--- src/pkg/ips_consts.svh ---
// Offsets, field positions, reset values and counts of the position sequencer.
`ifndef IPS_CONSTS_SVH
`define IPS_CONSTS_SVH
// Register byte offsets.
`define IPS_A_CTRL 8'h00
`define IPS_A_DIVS 8'h04
`define IPS_A_HOFS 8'h08
`define IPS_A_PROF0 8'h0C
`define IPS_A_PROF8 8'h2C
`define IPS_A_PSEL 8'h30
`define IPS_A_LPOS 8'h34
`define IPS_A_ROFS 8'h38
`define IPS_A_STAT 8'h3C
// Control register fields.
`define IPS_B_ROTARY 0
`define IPS_B_SEN_OPEN 1
`define IPS_B_HOME_HI 2
`define IPS_B_ROT_CCW 3
`define IPS_B_HOME_CCW 4
`define IPS_B_STOP 5
// Profile set base indices: linear, rotary, homing.
`define IPS_P_LIN 4'h0
`define IPS_P_ROT 4'h3
`define IPS_P_HOME 4'h6
// Synchronised pin vector positions.
`define IPS_I_HSEN 0
`define IPS_I_HTRG 1
`define IPS_I_SEN 2
`define IPS_I_MTRG 3
`define IPS_I_CWL 4
`define IPS_I_CCWL 5
`define IPS_I_STOP 6
`define IPS_I_PT 7
// Reset values and scaling.
`define IPS_R_DIVS 16'h0018
`define IPS_COUNTS_REV 18'h0_2710
`define IPS_DIV_BITS 24
`endif

--- src/pkg/ips_pkg.sv ---
// Types shared by the position sequencer modules.
package ips_pkg;
  // Sequencer states, Gray coded along idle-calc-move and idle-seek-offset.
  typedef enum logic [2:0] {
    IPS_IDLE = 3'h0,
    IPS_CALC = 3'h1,
    IPS_MOVE = 3'h3,
    IPS_SEEK = 3'h2,
    IPS_HOFS = 3'h6
  } ips_state_e;
  typedef logic [31:0] ips_word_t;
endpackage

--- src/pkg/ips_div_if.sv ---
// Request and answer between the sequencer and its rotary divider.
`timescale 1ns/1ps
`default_nettype none
interface ips_div_if;
  logic start;
  logic [23:0] dividend;
  logic [15:0] divisor;
  logic done;
  logic [23:0] quot;
  modport master (output start, output dividend, output divisor, input done, input quot);
  modport slave (input start, input dividend, input divisor, output done, output quot);
endinterface
`default_nettype wire

--- src/ips_top.sv ---
// Input-driven position sequencer with linear and rotary modes.
//
// Functional notes
// - Linear trigger closing starts move to point.
// - Six select bits form the point index.
// - Closed-active enable drives while input closed.
// - Open-active enable drives while input open.
// - Limit inputs block motion that direction.
// - Homing sensor polarity low or high.
// - Rotary trigger advances exactly one point.
// - Revolution split into configured equal points.
// - Rotary direction setting applies each step.
// - Homing search has its own direction.
// - Per-point offset added to rotary target.
// - Rotary and homing use own profiles.
// - Stop request aborts motion at once.
// - Select input reads 0 closed, 1 open.
// - Targets scaled at 10000 counts per rev.
// - Move triggers accepted only after homing completes.
//
// Our own choices: the register addresses and strobed register access.
`timescale 1ns/1ps
`default_nettype none
`include "ips_consts.svh"
module ips_top (
  input wire logic ref_clk,
  input wire logic resetn,
  input wire logic [7:0] reg_addr,
  input wire logic [31:0] reg_wdata,
  input wire logic reg_wr,
  input wire logic reg_rd,
  output ips_pkg::ips_word_t reg_rdata,
  input wire logic home_sensor_in,
  input wire logic home_trigger_in,
  input wire logic servo_enable_in,
  input wire logic move_trigger_in,
  input wire logic cw_limit_in,
  input wire logic ccw_limit_in,
  input wire logic stop_req_n,
  input wire logic [5:0] point_select_in,
  input wire logic move_done_in,
  output logic drive_enable,
  output logic move_start,
  output ips_pkg::ips_word_t target_pos,
  output logic move_cw,
  output logic [15:0] prof_vel,
  output logic [15:0] prof_acc,
  output logic [15:0] prof_dec,
  output logic home_seek,
  output logic motion_abort,
  output logic homed
);
  import ips_pkg::*;

  // Synchronised pins and their closing edges.
  logic [12:0] lvl;
  logic [12:0] fall;
  ips_sync #(.W(13)) u_sync (
    .ref_clk(ref_clk),
    .resetn(resetn),
    .pin({point_select_in, stop_req_n, ccw_limit_in, cw_limit_in,
          move_trigger_in, servo_enable_in, home_trigger_in, home_sensor_in}),
    .lvl(lvl),
    .fall(fall)
  );

  // Rotary divider link.
  ips_div_if dv ();
  ips_div u_div (
    .ref_clk(ref_clk),
    .resetn(resetn),
    .dv(dv)
  );

  // Software settings.
  logic [5:0] ctrl_ff;
  logic [5:0] nxt_ctrl;
  logic [15:0] divs_ff;
  logic [15:0] nxt_divs;
  logic [31:0] hofs_ff;
  logic [31:0] nxt_hofs;
  logic [5:0] psel_ff;
  logic [5:0] nxt_psel;
  logic [15:0] prof_ff [0:8];
  logic [31:0] lpos_mem [0:63];
  logic [15:0] rofs_mem [0:63];
  logic [31:0] nxt_rdata;
  logic [31:0] rdata_ff;
  // The stop bit is a write pulse, never stored.
  logic sw_stop;

  // Sequencer state.
  ips_state_e st_ff;
  ips_state_e nxt_st;
  logic [5:0] step_ff;
  logic [5:0] nxt_step;
  logic [31:0] tgt_ff;
  logic [31:0] nxt_tgt;
  logic [31:0] pos_ff;
  logic [31:0] nxt_pos;
  logic [3:0] pset_ff;
  logic [3:0] nxt_pset;
  logic cw_ff;
  logic nxt_cw;
  logic start_ff;
  logic nxt_start;
  logic abort_ff;
  logic nxt_abort;
  logic homed_ff;
  logic nxt_homed;
  logic en_ff;
  logic nxt_en;

  // Decoded inputs; closed reads as logic 0.
  logic [5:0] pt_idx;
  logic [31:0] lin_pick;
  logic cw_lim;
  logic ccw_lim;
  logic sen_act;
  logic stop_ev;
  logic lim_hit;
  logic [5:0] div_last;
  logic [5:0] rot_next;
  logic [3:0] pidx;

  assign pt_idx = lvl[12:7];
  assign lin_pick = lpos_mem[pt_idx];
  assign cw_lim = ~lvl[`IPS_I_CWL];
  assign ccw_lim = ~lvl[`IPS_I_CCWL];
  assign sen_act = ctrl_ff[`IPS_B_HOME_HI] ? lvl[`IPS_I_HSEN] : ~lvl[`IPS_I_HSEN];
  assign stop_ev = fall[`IPS_I_STOP] | sw_stop;
  assign lim_hit = cw_ff ? cw_lim : ccw_lim;
  assign div_last = divs_ff[5:0] - 6'h01;
  assign pidx = 4'(reg_addr[5:2] - 4'h3);

  // Next step in the set rotary direction, wrapping after the last point.
  always_comb
  begin
    if (!ctrl_ff[`IPS_B_ROT_CCW])
      rot_next = (step_ff >= div_last) ? 6'h00 : step_ff + 6'h01;
    else
      rot_next = (step_ff == 6'h00) ? div_last : step_ff - 6'h01;
  end

  // Register writes and read data, one cycle late.
  always_comb
  begin
    nxt_ctrl = ctrl_ff;
    nxt_divs = divs_ff;
    nxt_hofs = hofs_ff;
    nxt_psel = psel_ff;
    sw_stop = 1'b0;
    nxt_rdata = 32'h0000_0000;
    if (reg_wr)
    begin
      case (reg_addr)
        `IPS_A_CTRL:
        begin
          nxt_ctrl = {1'b0, reg_wdata[4:0]};
          sw_stop = reg_wdata[`IPS_B_STOP];
        end
        // At least one point; more than 64 would overflow the offset table.
        `IPS_A_DIVS: nxt_divs = (reg_wdata[15:0] == 16'h0000) ? 16'h0001 :
                                (reg_wdata[15:0] > 16'h0040) ? 16'h0040 : reg_wdata[15:0];
        `IPS_A_HOFS: nxt_hofs = reg_wdata;
        `IPS_A_PSEL: nxt_psel = reg_wdata[5:0];
        default: nxt_psel = psel_ff;
      endcase
    end
    if (reg_rd)
    begin
      if (reg_addr >= `IPS_A_PROF0 && reg_addr <= `IPS_A_PROF8)
        nxt_rdata = {16'h0000, prof_ff[pidx]};
      else
      begin
        case (reg_addr)
          `IPS_A_CTRL: nxt_rdata = {26'h000_0000, ctrl_ff};
          `IPS_A_DIVS: nxt_rdata = {16'h0000, divs_ff};
          `IPS_A_HOFS: nxt_rdata = hofs_ff;
          `IPS_A_PSEL: nxt_rdata = {26'h000_0000, psel_ff};
          `IPS_A_LPOS: nxt_rdata = lpos_mem[psel_ff];
          `IPS_A_ROFS: nxt_rdata = {16'h0000, rofs_mem[psel_ff]};
          `IPS_A_STAT: nxt_rdata = {12'h000, st_ff, homed_ff, en_ff, cw_lim, ccw_lim,
                                    sen_act, step_ff, pt_idx};
          default: nxt_rdata = 32'h0000_0000;
        endcase
      end
    end
  end

  // Register file storage; tables are written in place.
  always_ff @(posedge ref_clk)
  begin
    if (!resetn)
    begin
      ctrl_ff <= 6'h00;
      divs_ff <= `IPS_R_DIVS;
      hofs_ff <= 32'h0000_0000;
      psel_ff <= 6'h00;
      rdata_ff <= 32'h0000_0000;
    end
    else
    begin
      ctrl_ff <= nxt_ctrl;
      divs_ff <= nxt_divs;
      hofs_ff <= nxt_hofs;
      psel_ff <= nxt_psel;
      rdata_ff <= nxt_rdata;
    end
  end

  // Tables carry no reset; software loads them before use.
  always_ff @(posedge ref_clk)
  begin
    if (reg_wr && reg_addr >= `IPS_A_PROF0 && reg_addr <= `IPS_A_PROF8)
      prof_ff[pidx] <= reg_wdata[15:0];
    if (reg_wr && reg_addr == `IPS_A_LPOS)
      lpos_mem[psel_ff] <= reg_wdata;
    if (reg_wr && reg_addr == `IPS_A_ROFS)
      rofs_mem[psel_ff] <= reg_wdata[15:0];
  end

  // Divider request: point number times counts per revolution over points.
  assign dv.start = (st_ff == IPS_IDLE) && homed_ff && ctrl_ff[`IPS_B_ROTARY] &&
                    fall[`IPS_I_MTRG] && !stop_ev;
  assign dv.dividend = 24'(rot_next * `IPS_COUNTS_REV);
  assign dv.divisor = divs_ff;

  // Sequencer next state.
  always_comb
  begin
    nxt_st = st_ff;
    nxt_step = step_ff;
    nxt_tgt = tgt_ff;
    nxt_pos = pos_ff;
    nxt_pset = pset_ff;
    nxt_cw = cw_ff;
    nxt_start = 1'b0;
    nxt_abort = 1'b0;
    nxt_homed = homed_ff;
    // Drive enable follows the pin in the selected sense.
    nxt_en = ctrl_ff[`IPS_B_SEN_OPEN] ? lvl[`IPS_I_SEN] : ~lvl[`IPS_I_SEN];
    case (st_ff)
      IPS_IDLE:
      begin
        if (stop_ev)
          nxt_st = IPS_IDLE;
        else if (fall[`IPS_I_HTRG])
        begin
          nxt_st = IPS_SEEK;
          nxt_cw = ~ctrl_ff[`IPS_B_HOME_CCW];
          nxt_pset = `IPS_P_HOME;
          nxt_homed = 1'b0;
        end
        else if (fall[`IPS_I_MTRG] && homed_ff)
        begin
          if (ctrl_ff[`IPS_B_ROTARY])
          begin
            nxt_st = IPS_CALC;
            nxt_step = rot_next;
            nxt_cw = ~ctrl_ff[`IPS_B_ROT_CCW];
            nxt_pset = `IPS_P_ROT;
          end
          else
          begin
            nxt_st = IPS_MOVE;
            nxt_tgt = lin_pick;
            nxt_cw = $signed(lin_pick) >= $signed(pos_ff);
            nxt_pset = `IPS_P_LIN;
            nxt_start = 1'b1;
          end
        end
      end
      IPS_CALC:
      begin
        if (stop_ev)
        begin
          nxt_st = IPS_IDLE;
          nxt_abort = 1'b1;
        end
        else if (dv.done)
        begin
          nxt_st = IPS_MOVE;
          nxt_tgt = {8'h00, dv.quot} + {{16{rofs_mem[step_ff][15]}}, rofs_mem[step_ff]};
          nxt_start = 1'b1;
        end
      end
      IPS_MOVE, IPS_HOFS:
      begin
        // A limit ahead or a stop ends the move without waiting for the loop.
        if (stop_ev || lim_hit)
        begin
          nxt_st = IPS_IDLE;
          nxt_abort = 1'b1;
        end
        else if (move_done_in)
        begin
          nxt_st = IPS_IDLE;
          nxt_pos = tgt_ff;
          if (st_ff == IPS_HOFS)
          begin
            nxt_homed = 1'b1;
            nxt_step = 6'h00;
          end
        end
      end
      IPS_SEEK:
      begin
        if (stop_ev || lim_hit)
        begin
          nxt_st = IPS_IDLE;
          nxt_abort = 1'b1;
        end
        else if (sen_act)
        begin
          // The sensor edge defines zero; the offset move follows.
          nxt_st = IPS_HOFS;
          nxt_pos = 32'h0000_0000;
          nxt_tgt = hofs_ff;
          nxt_cw = ~hofs_ff[31];
          nxt_start = 1'b1;
        end
      end
      default: nxt_st = IPS_IDLE;
    endcase
  end

  // Sequencer registers.
  always_ff @(posedge ref_clk)
  begin
    if (!resetn)
    begin
      st_ff <= IPS_IDLE;
      step_ff <= 6'h00;
      tgt_ff <= 32'h0000_0000;
      pos_ff <= 32'h0000_0000;
      pset_ff <= `IPS_P_LIN;
      cw_ff <= 1'b1;
      start_ff <= 1'b0;
      abort_ff <= 1'b0;
      homed_ff <= 1'b0;
      en_ff <= 1'b0;
    end
    else
    begin
      st_ff <= nxt_st;
      step_ff <= nxt_step;
      tgt_ff <= nxt_tgt;
      pos_ff <= nxt_pos;
      pset_ff <= nxt_pset;
      cw_ff <= nxt_cw;
      start_ff <= nxt_start;
      abort_ff <= nxt_abort;
      homed_ff <= nxt_homed;
      en_ff <= nxt_en;
    end
  end

  // Outputs; profiles come straight from the chosen set.
  assign reg_rdata = rdata_ff;
  assign drive_enable = en_ff;
  assign move_start = start_ff;
  assign target_pos = tgt_ff;
  assign move_cw = cw_ff;
  assign prof_vel = prof_ff[pset_ff];
  assign prof_acc = prof_ff[4'(pset_ff + 4'h1)];
  assign prof_dec = prof_ff[4'(pset_ff + 4'h2)];
  assign home_seek = (st_ff == IPS_SEEK);
  assign motion_abort = abort_ff;
  assign homed = homed_ff;
endmodule // ips_top
`default_nettype wire

--- src/ips_sync.sv ---
// Two-stage pin synchroniser with edge detection.
`timescale 1ns/1ps
`default_nettype none
module ips_sync #(
  parameter int W = 13
) (
  input wire logic ref_clk,
  input wire logic resetn,
  input wire logic [W-1:0] pin,
  output logic [W-1:0] lvl,
  output logic [W-1:0] fall
);
  // Pins idle open, so every stage resets high.
  logic [W-1:0] s1_ff;
  logic [W-1:0] s2_ff;
  logic [W-1:0] s3_ff;
  logic [W-1:0] nxt_s1;
  logic [W-1:0] nxt_s2;
  logic [W-1:0] nxt_s3;

  // Next values: the first stage is read only by the second.
  always_comb
  begin
    nxt_s1 = pin;
    nxt_s2 = s1_ff;
    nxt_s3 = s2_ff;
  end

  // Register the chain.
  always_ff @(posedge ref_clk)
  begin
    if (!resetn)
    begin
      s1_ff <= '1;
      s2_ff <= '1;
      s3_ff <= '1;
    end
    else
    begin
      s1_ff <= nxt_s1;
      s2_ff <= nxt_s2;
      s3_ff <= nxt_s3;
    end
  end

  // Open to closed is a falling level; the pulse lasts one cycle.
  assign lvl = s2_ff;
  assign fall = s3_ff & ~s2_ff;
endmodule // ips_sync
`default_nettype wire

--- src/ips_div.sv ---
// Sequential restoring divider for rotary point targets.
`timescale 1ns/1ps
`default_nettype none
`include "ips_consts.svh"
module ips_div (
  input wire logic ref_clk,
  input wire logic resetn,
  ips_div_if.slave dv
);
  logic [23:0] q_ff;
  logic [23:0] nxt_q;
  logic [16:0] r_ff;
  logic [16:0] nxt_r;
  logic [4:0] cnt_ff;
  logic [4:0] nxt_cnt;
  logic busy_ff;
  logic nxt_busy;
  logic done_ff;
  logic nxt_done;
  logic [16:0] trial;

  // One quotient bit per cycle; a zero divisor yields all ones.
  always_comb
  begin
    trial = {r_ff[15:0], q_ff[23]};
    nxt_q = q_ff;
    nxt_r = r_ff;
    nxt_cnt = cnt_ff;
    nxt_busy = busy_ff;
    nxt_done = 1'b0;
    if (dv.start)
    begin
      nxt_q = dv.dividend;
      nxt_r = 17'h0_0000;
      nxt_cnt = 5'h00;
      nxt_busy = 1'b1;
    end
    else if (busy_ff)
    begin
      if (trial >= {1'b0, dv.divisor})
      begin
        nxt_r = trial - {1'b0, dv.divisor};
        nxt_q = {q_ff[22:0], 1'b1};
      end
      else
      begin
        nxt_r = trial;
        nxt_q = {q_ff[22:0], 1'b0};
      end
      nxt_cnt = cnt_ff + 5'h01;
      if (cnt_ff == 5'(`IPS_DIV_BITS - 1))
      begin
        nxt_busy = 1'b0;
        nxt_done = 1'b1;
      end
    end
  end

  // Register the divider state.
  always_ff @(posedge ref_clk)
  begin
    if (!resetn)
    begin
      q_ff <= 24'h00_0000;
      r_ff <= 17'h0_0000;
      cnt_ff <= 5'h00;
      busy_ff <= 1'b0;
      done_ff <= 1'b0;
    end
    else
    begin
      q_ff <= nxt_q;
      r_ff <= nxt_r;
      cnt_ff <= nxt_cnt;
      busy_ff <= nxt_busy;
      done_ff <= nxt_done;
    end
  end

  assign dv.done = done_ff;
  assign dv.quot = q_ff;
endmodule // ips_div
`default_nettype wire

--- config.mk ---
export PLATFORM = sky130hd
export DESIGN_NAME = ips_top
export DESIGN_NICKNAME = d
export VERILOG_FILES = /design/src/pkg/ips_pkg.sv /design/src/pkg/ips_div_if.sv /design/src/ips_top.sv /design/src/ips_sync.sv /design/src/ips_div.sv
export VERILOG_INCLUDE_DIRS = /design/src /design/src/pkg
export SDC_FILE = /design/constraint.sdc
export NUM_CORES = 2
export LEC_CHECK = 0
export BUFFER_PORTS_ARGS = -buffer_cell sky130_fd_sc_hd__buf_2
export CORE_MARGIN = 5
export CORE_UTILIZATION = 45
export DETAILED_ROUTE_END_ITERATION = 8
export HOLD_SLACK_MARGIN = 0.05
export PLACE_DENSITY = 0.6
export SLEW_MARGIN = 10
export SYNTH_ARGS = -nofsm -noshare
export SYNTH_HDL_FRONTEND = slang
export SYNTH_SLANG_ARGS = --single-unit
--- constraint.sdc ---
create_clock -name ref_clk -period 15.4 [get_ports ref_clk]
set_clock_uncertainty 0.1 [all_clocks]
set_input_delay 2.31 -clock ref_clk [delete_from_list [all_inputs] [get_ports ref_clk]]
set_output_delay 2.31 -clock ref_clk [all_outputs]
set_load 0.05 [all_outputs]
* After elaboration in Yosys (flattened, before gate mapping)
Memories as Yosys holds them, arrays and structs flattened. A register that Yosys moved wholly into a read port is not among the register bits. Cells that the tools add are included. W data, S select, Z words.
Word-level totals: flip-flop bits (word level) 253, latch bits 0, memory bits (writable) 3216, ROM bits 0, input port bits 58, output and inout bits 118, word-level logic and storage cells 222, memories kept 3
Memory list:
- lpos_mem | words 64, width 32, rd ports 2, clocked after Yosys merged registers in 2, write ports 1, RTL line ips_top.sv:85 | logic [31:0] lpos_mem [0:63];
- rofs_mem | words 64, width 16, rd ports 2, clocked after Yosys merged registers in 2, write ports 1, RTL line ips_top.sv:86 | logic [15:0] rofs_mem [0:63];
- prof_ff | words 9, width 16, rd ports 4, clocked after Yosys merged registers in 1, write ports 1, RTL line ips_top.sv:84 | logic [15:0] prof_ff [0:8];
Cells by class: $add $sub $neg 9, $mul 1, div/mod/pow operators 0, order comparisons 6, equality and inequality tests 29, shift-type cells 0, mux-type cells 96, bitwise logic cells 14, reductions and logical operators 39
Operators by type and width (count):
- $mux W32 | 12
- $pmux W32 S7 | 1
- $mux W6 | 17
- $pmux W32 S3 | 1
- $mux W16 | 4
- $pmux W32 S2 | 1
- $mux W20 | 2
- $mux W1 | 37
- $eq A8 B6 Y1 const B | 4
- $ge A32 B32 Y1 | 1
- $mux W3 | 9
- $add A25 B16 Y26 | 1
- $ne A2 B2 Y1 const B | 10
- $ge A17 B16 Y1 | 1
- $gt A16 B7 Y1 const B | 1
- $logic_not A16 Y1 | 1
- $mul A6 B10 Y16 const B | 1
- $mux W4 | 4
- $sub A16 B16 Y16 | 1
- $pmux W3 S4 | 1
- $pmux W6 S2 | 1
- $sub A6 B1 Y6 const B | 2
- $not A1 Y1 | 11
- $logic_and A1 B1 Y1 | 10
- other kinds (41) | 60

* Longest topological paths before layout
word-level depth 11, mapped depth 22, mapped depth without buffers 22

* Modules after synthesis
From an unflattened synthesis, not the netlist that was laid out.
Second synthesis, totals: cell total of the unflattened synthesis 8572, area, all modules 165020.8 µm²
By module, submodules not included:
- ips_top | times used 1, cells an instance 8100, area an instance 160859.3 µm²
- ips_div | times used 1, cells an instance 377, area an instance 3026.7 µm²
- ips_sync | times used 1, cells an instance 95, area an instance 1134.8 µm²

* Worst setup path before layout
OpenSTA, ideal clock, no wires.
path kind input-to-reg, start in reg_addr[1], end mem lpos_mem[40][0], enable pin, data arrival time 5331 ps, setup slack 9548 ps, stages 8, path buffers 2, path through or4_1 > buf_2 > nor2_1 > nand2_1 > clkbuf_1 > nor2_1 > nand3_1 > nor2_1
Between the ends: longest elaborated chain between the ends 4
Ends and longest elaborated chain:
- start: declaration | RTL line ips_top.sv:28 | input wire logic [7:0] reg_addr,
- $eq A8 B6 Y1
- $logic_and A1 B1 Y1 (no line)
- $mux W1 | RTL line ips_top.sv:217 | if (reg_wr && reg_addr == `IPS_A_LPOS)
- $mux W1 (not written as such) | RTL line ips_top.sv:218 | lpos_mem[psel_ff] <= reg_wdata;
- end: declaration | RTL line ips_top.sv:85
No other way between the ends.

==> run_results.csv <==
group,metric,value,unit
cts,clock_insertion_delay_worst_skew,0.98,ns
cts,cts_buffer_count,376,
worst_setup_path,cp_max_fo,44,
cts,clock-sinks,3479,
detailed_routing,detailedRoute.firstPassIterationCount,9,
synthesis,synth-seq-cells,3479,
detailed_routing,num_vias,95000,
pwr,power.leakage,55.8,nW
final_layout,fin_area,184000,sq um
worst_setup_path,path_depth,17,
worst_setup_path,timing.critical_path.arrival,8.80,ns
sta,actual_transition_at_the_worst_max_transition_pin,1.31,ns
pwr,clockPowerShare,43.2,%
min_path,min-delay-path-class,"reg -> reg",
synthesis,netlist.area_leader.share,58.8,%
worst_setup_path,cp_common_cell,"sky130_fd_sc_hd__buf_4",
detailed_routing,drt.antenna.violating_nets,0,
placement,final_weighted_congestion_in_routability_driven_placement,0.920,
synthesis,synth.distinct_cells,84,
final_layout,post_route_cells_drive_above_1_share,36.7,%
pwr,comb_power_share,6.1,%
sta,maxSlewHeadroom,12.5,%
worst_setup_path,critical_path.n_buffers_inverters,4,
sta,layout_worst_path_cycle_share,52.2,%
pwr,pwr-share-seq,50.7,%
worst_setup_path,cp.required,16.16,ns
worst_setup_path,r2r_setup_slack,7.36,ns
pwr,power_per_cell_area,113,nW/um^2
synthesis,synth_edf_count,3216,
final_layout,layout_stage_area_growth_over_the_synthesis_result,11.8,%
final_layout,layout.cells.most_common_list,"3216 x sky130_fd_sc_hd__edfxtp_1, 2005 x sky130_fd_sc_hd__mux4_2, 390 x sky130_fd_sc_hd__clkbuf_16, 314 x sky130_fd_sc_hd__nand2_1, 312 x sky130_fd_sc_hd__buf_4",
detailed_routing,drt-initial-drc-count,14000,
detailed_routing,drt_drc_violations_left,0,
sta,final_tns_setup,0,ns
sta,finalSetupViolCount,0,
pwr,swShare,23.6,%
floorplanning,placeableCoreArea,363000,sq um
min_path,min_path_cells,1,
synthesis,post_synth_main_area_contributors,"sky130_fd_sc_hd__edfxtp_1 59%, sky130_fd_sc_hd__mux4_2 28%, sky130_fd_sc_hd__dfxtp_1 3.2%",
grt,groute.usage.overall,29.4,%
pwr,cell_internal_pwr,15.8,mW
cts,worst_setup_hold_path_clk_slew,0.06,ns
cts,holdBufCountCts,0,
worst_setup_path,critical-path-top-delay-family,"buffers and inverters",
worst_setup_path,end_of_the_worst_register_to_register_path,"target_pos[29]$_SDFFE_PN0P_",
grt,maximum_number_of_pins_on_one_net_before_global_route_repair,122,
worst_setup_path,timing.critical_path.slowest_cell_delay,0.84,ns
placement,port_buffers,175,
synthesis,netlist_area,164000,sq um
worst_setup_path,last_element_of_the_critical_path,"target_pos[29]$_SDFFE_PN0P_",
worst_setup_path,crit_slowest_cell,"sky130_fd_sc_hd__buf_4",
sta,timing.final.crit_period,8.04,ns
worst_setup_path,crit_path_cell_trace,"buf_4 -> buf_4 -> buf_4 -> mux4_2 -> mux4_2 -> mux4_2 -> ha_1 -> nand3_1 -> o22ai_1 -> o41a_1 -> a211oi_1 -> buf_4 -> a31o_2 -> o2111a_1 -> xnor2_1 -> nand2_1 -> a31oi_1",
sta,final_max_slew_viol_count,0,
floorplanning,floorplan.initialDensity,45.3,%
final_layout,mostFrequentLayoutCell,"sky130_fd_sc_hd__edfxtp_1",
placement,detailed_place.area,171000,sq um
sta,setup_repair_after_global_routing_missed_its_margin,"no",
sta,whs,0.316,ns
synthesis,syn_nets,8486,
cts,postCtsResizedCells,0,
synthesis,syn_area_per_cell,19.8,sq um
floorplanning,number_of_rows_created_at_floorplan,221,
synthesis,synth-main-ff-cell,"sky130_fd_sc_hd__edfxtp_1",
pwr,worst_ir_drop_vdd,108,uV
synthesis,yosys_warnings,0,
floorplanning,fp.dieW,614,microns
synthesis,sequential_share_of_the_synthesized_area,62.0,%
pwr,power.switching,4.91,mW
grt,global_route_overflow,0,
floorplanning,ios,176,
cts,clock-root-buffer,"sky130_fd_sc_hd__clkbuf_16",
flow_run,cap_violations,0,
sta,report.final.hold_viol_count,0,
detailed_routing,wl_per_cell,40.9,microns
grt,antenna_found_initial,53,
grt,grt_pass1_wl,770000,microns
run_status,outcome,"completed",
sta,timing.fmax,124,MHz
placement,placement.setup.worst_slack,7.39,ns
final_layout,layout.nets,8711,
placement,dpl.hpwl,339000,microns
worst_setup_path,depth_of_the_worst_register_to_register_path,17,
grt,grt_pass1_vias,95000,
synthesis,async_flop_share,0,%
detailed_routing,routed_via_density,6.96,
worst_setup_path,crit_end_category,"register",
cts,cts_tree,"done",
cts,post_cts_buffers,0,
synthesis,post_synth_inst_count,8303,
floorplanning,fp.dieH,614,microns
detailed_routing,postRouteWirelength,558000,microns
worst_setup_path,critPathKind,"reg -> reg",
sta,timing.final.ws_setup,7.36,ns
synthesis,post-synth-top-area-cell,"sky130_fd_sc_hd__edfxtp_1",
cts,cts-root-to-sink-buffers,4,
cts,htree_levels,5,
floorplanning,area_of_the_die,377000,sq um
worst_setup_path,timing.critical_path.from_type,"register",
==> registers in the layout, summed over array words and instances (netlist names), 24 cells and up, named ones only <==
signal / flops
lpos_mem: 2048
rofs_mem: 1024
prof_ff: 144
hofs_ff: 32
pos_ff: 32
reg_rdata: 32
target_pos: 32
u_div.dv.quot: 24
==> through the flow <==
step | power [mW] | utilization [%] | cells
final | 20.8 | 50.6 | 13700
after global routing | 21.3 | 50.6 | 13600
after CTS | 20.8 | 50.6 | 13600
after detailed placement | 12.0 | 47.3 | 12900
after global placement | 12.0 | 47.3 | 12900
after floorplan | 11.3 | - | 8303
==> synth_stat cells, drive strengths merged (44+ instances only) <==
cell,instances
mux2,47
edfxtp,3216
o21ai,150
ha,116
inv,92
nor2b,44
nand2,317
buf,330
clkbuf,305
dfxtp,263
a211oi,53
nand3,79
mux2i,202
nor2,268
mux4,2005
a22oi,67
a21boi,80
a21oi,164
==> metal layers <==
| metal | GRT usage, % | part of all wire, % |
|---|---|---|
| met1 | 39.8 | 37 |
| met2 | 45.0 | 46 |
| met3 | 7.78 | 12 |
| met4 | 13.0 | 5.4 |
| met5 | 0 | 0.035 |
==> layout make-up <==
class	instances	area (sq um)
Fill cell	28800	179000
Timing Repair Buffer	482	3390
Tap cell	4794	6000
Inverter	95	364
Antenna cell	20	50.0
Multi-Input combinational cell	4094	59800
Clock inverter	205	1880
Clock buffer	481	10200
Sequential cell	3479	102000
==> worst reg2reg max path: cells and delay by family, from the launching register on <==
family / cells / cell delay [ns]
xor gates and xnor gates: 1 / 0.45
and+or+nand+nor: 2 / 0.42
AOI/OAI and AO/OA: 6 / 1.38
muxes: 3 / 1.78
adders and majority gates: 1 / 0.41
buffers and inverters: 4 / 2.64
DFF: 1 / 0.80
==> power groups by stage <==
| stage | Clock, mW | Sequential [mW] | Combinational, mW |
|---|---|---|---|
| final | 8.96 | 10.5 | 1.27 |
| after global routing | 9.46 | 10.5 | 1.32 |
| after CTS | 9.06 | 10.5 | 1.25 |
| after detailed placement | 0 | 10.7 | 1.25 |
| after global placement | 0 | 10.7 | 1.25 |
| after floorplan | 0 | 10.8 | 0.554 |
==> how the worst min path moves through the flow <==
stage | from | slack, ns | to
after global routing | u_sync.nxt_s2[10]$_SDFF_PN1_ | 0.33 | u_sync.lvl[10]$_SDFF_PN1_
final | u_sync.nxt_s2[10]$_SDFF_PN1_ | 0.32 | u_sync.lvl[10]$_SDFF_PN1_
after floorplan | u_sync.nxt_s2[0]$_SDFF_PN1_ | 0.29 | u_sync.lvl[0]$_SDFF_PN1_
after detailed placement | u_sync.nxt_s2[10]$_SDFF_PN1_ | 0.30 | u_sync.lvl[10]$_SDFF_PN1_
after global placement | u_sync.nxt_s2[10]$_SDFF_PN1_ | 0.29 | u_sync.lvl[10]$_SDFF_PN1_
after CTS | u_sync.nxt_s2[2]$_SDFF_PN1_ | 0.32 | u_sync.lvl[2]$_SDFF_PN1_
==> cells by family after synthesis <==
group	Yosys count	synth area share, %
AO/OA/AOI/OAI	741	2.98
XOR/XNOR	65	0.351
adder cells (fa/ha/maj)	125	0.994
buffers and inverters	730	2.04
flip-flops	3479	62.0
multiplexers	2254	29.1
AND/OR/NAND/NOR	909	2.55
No activity file was read; power rests on OpenSTA's default activity.
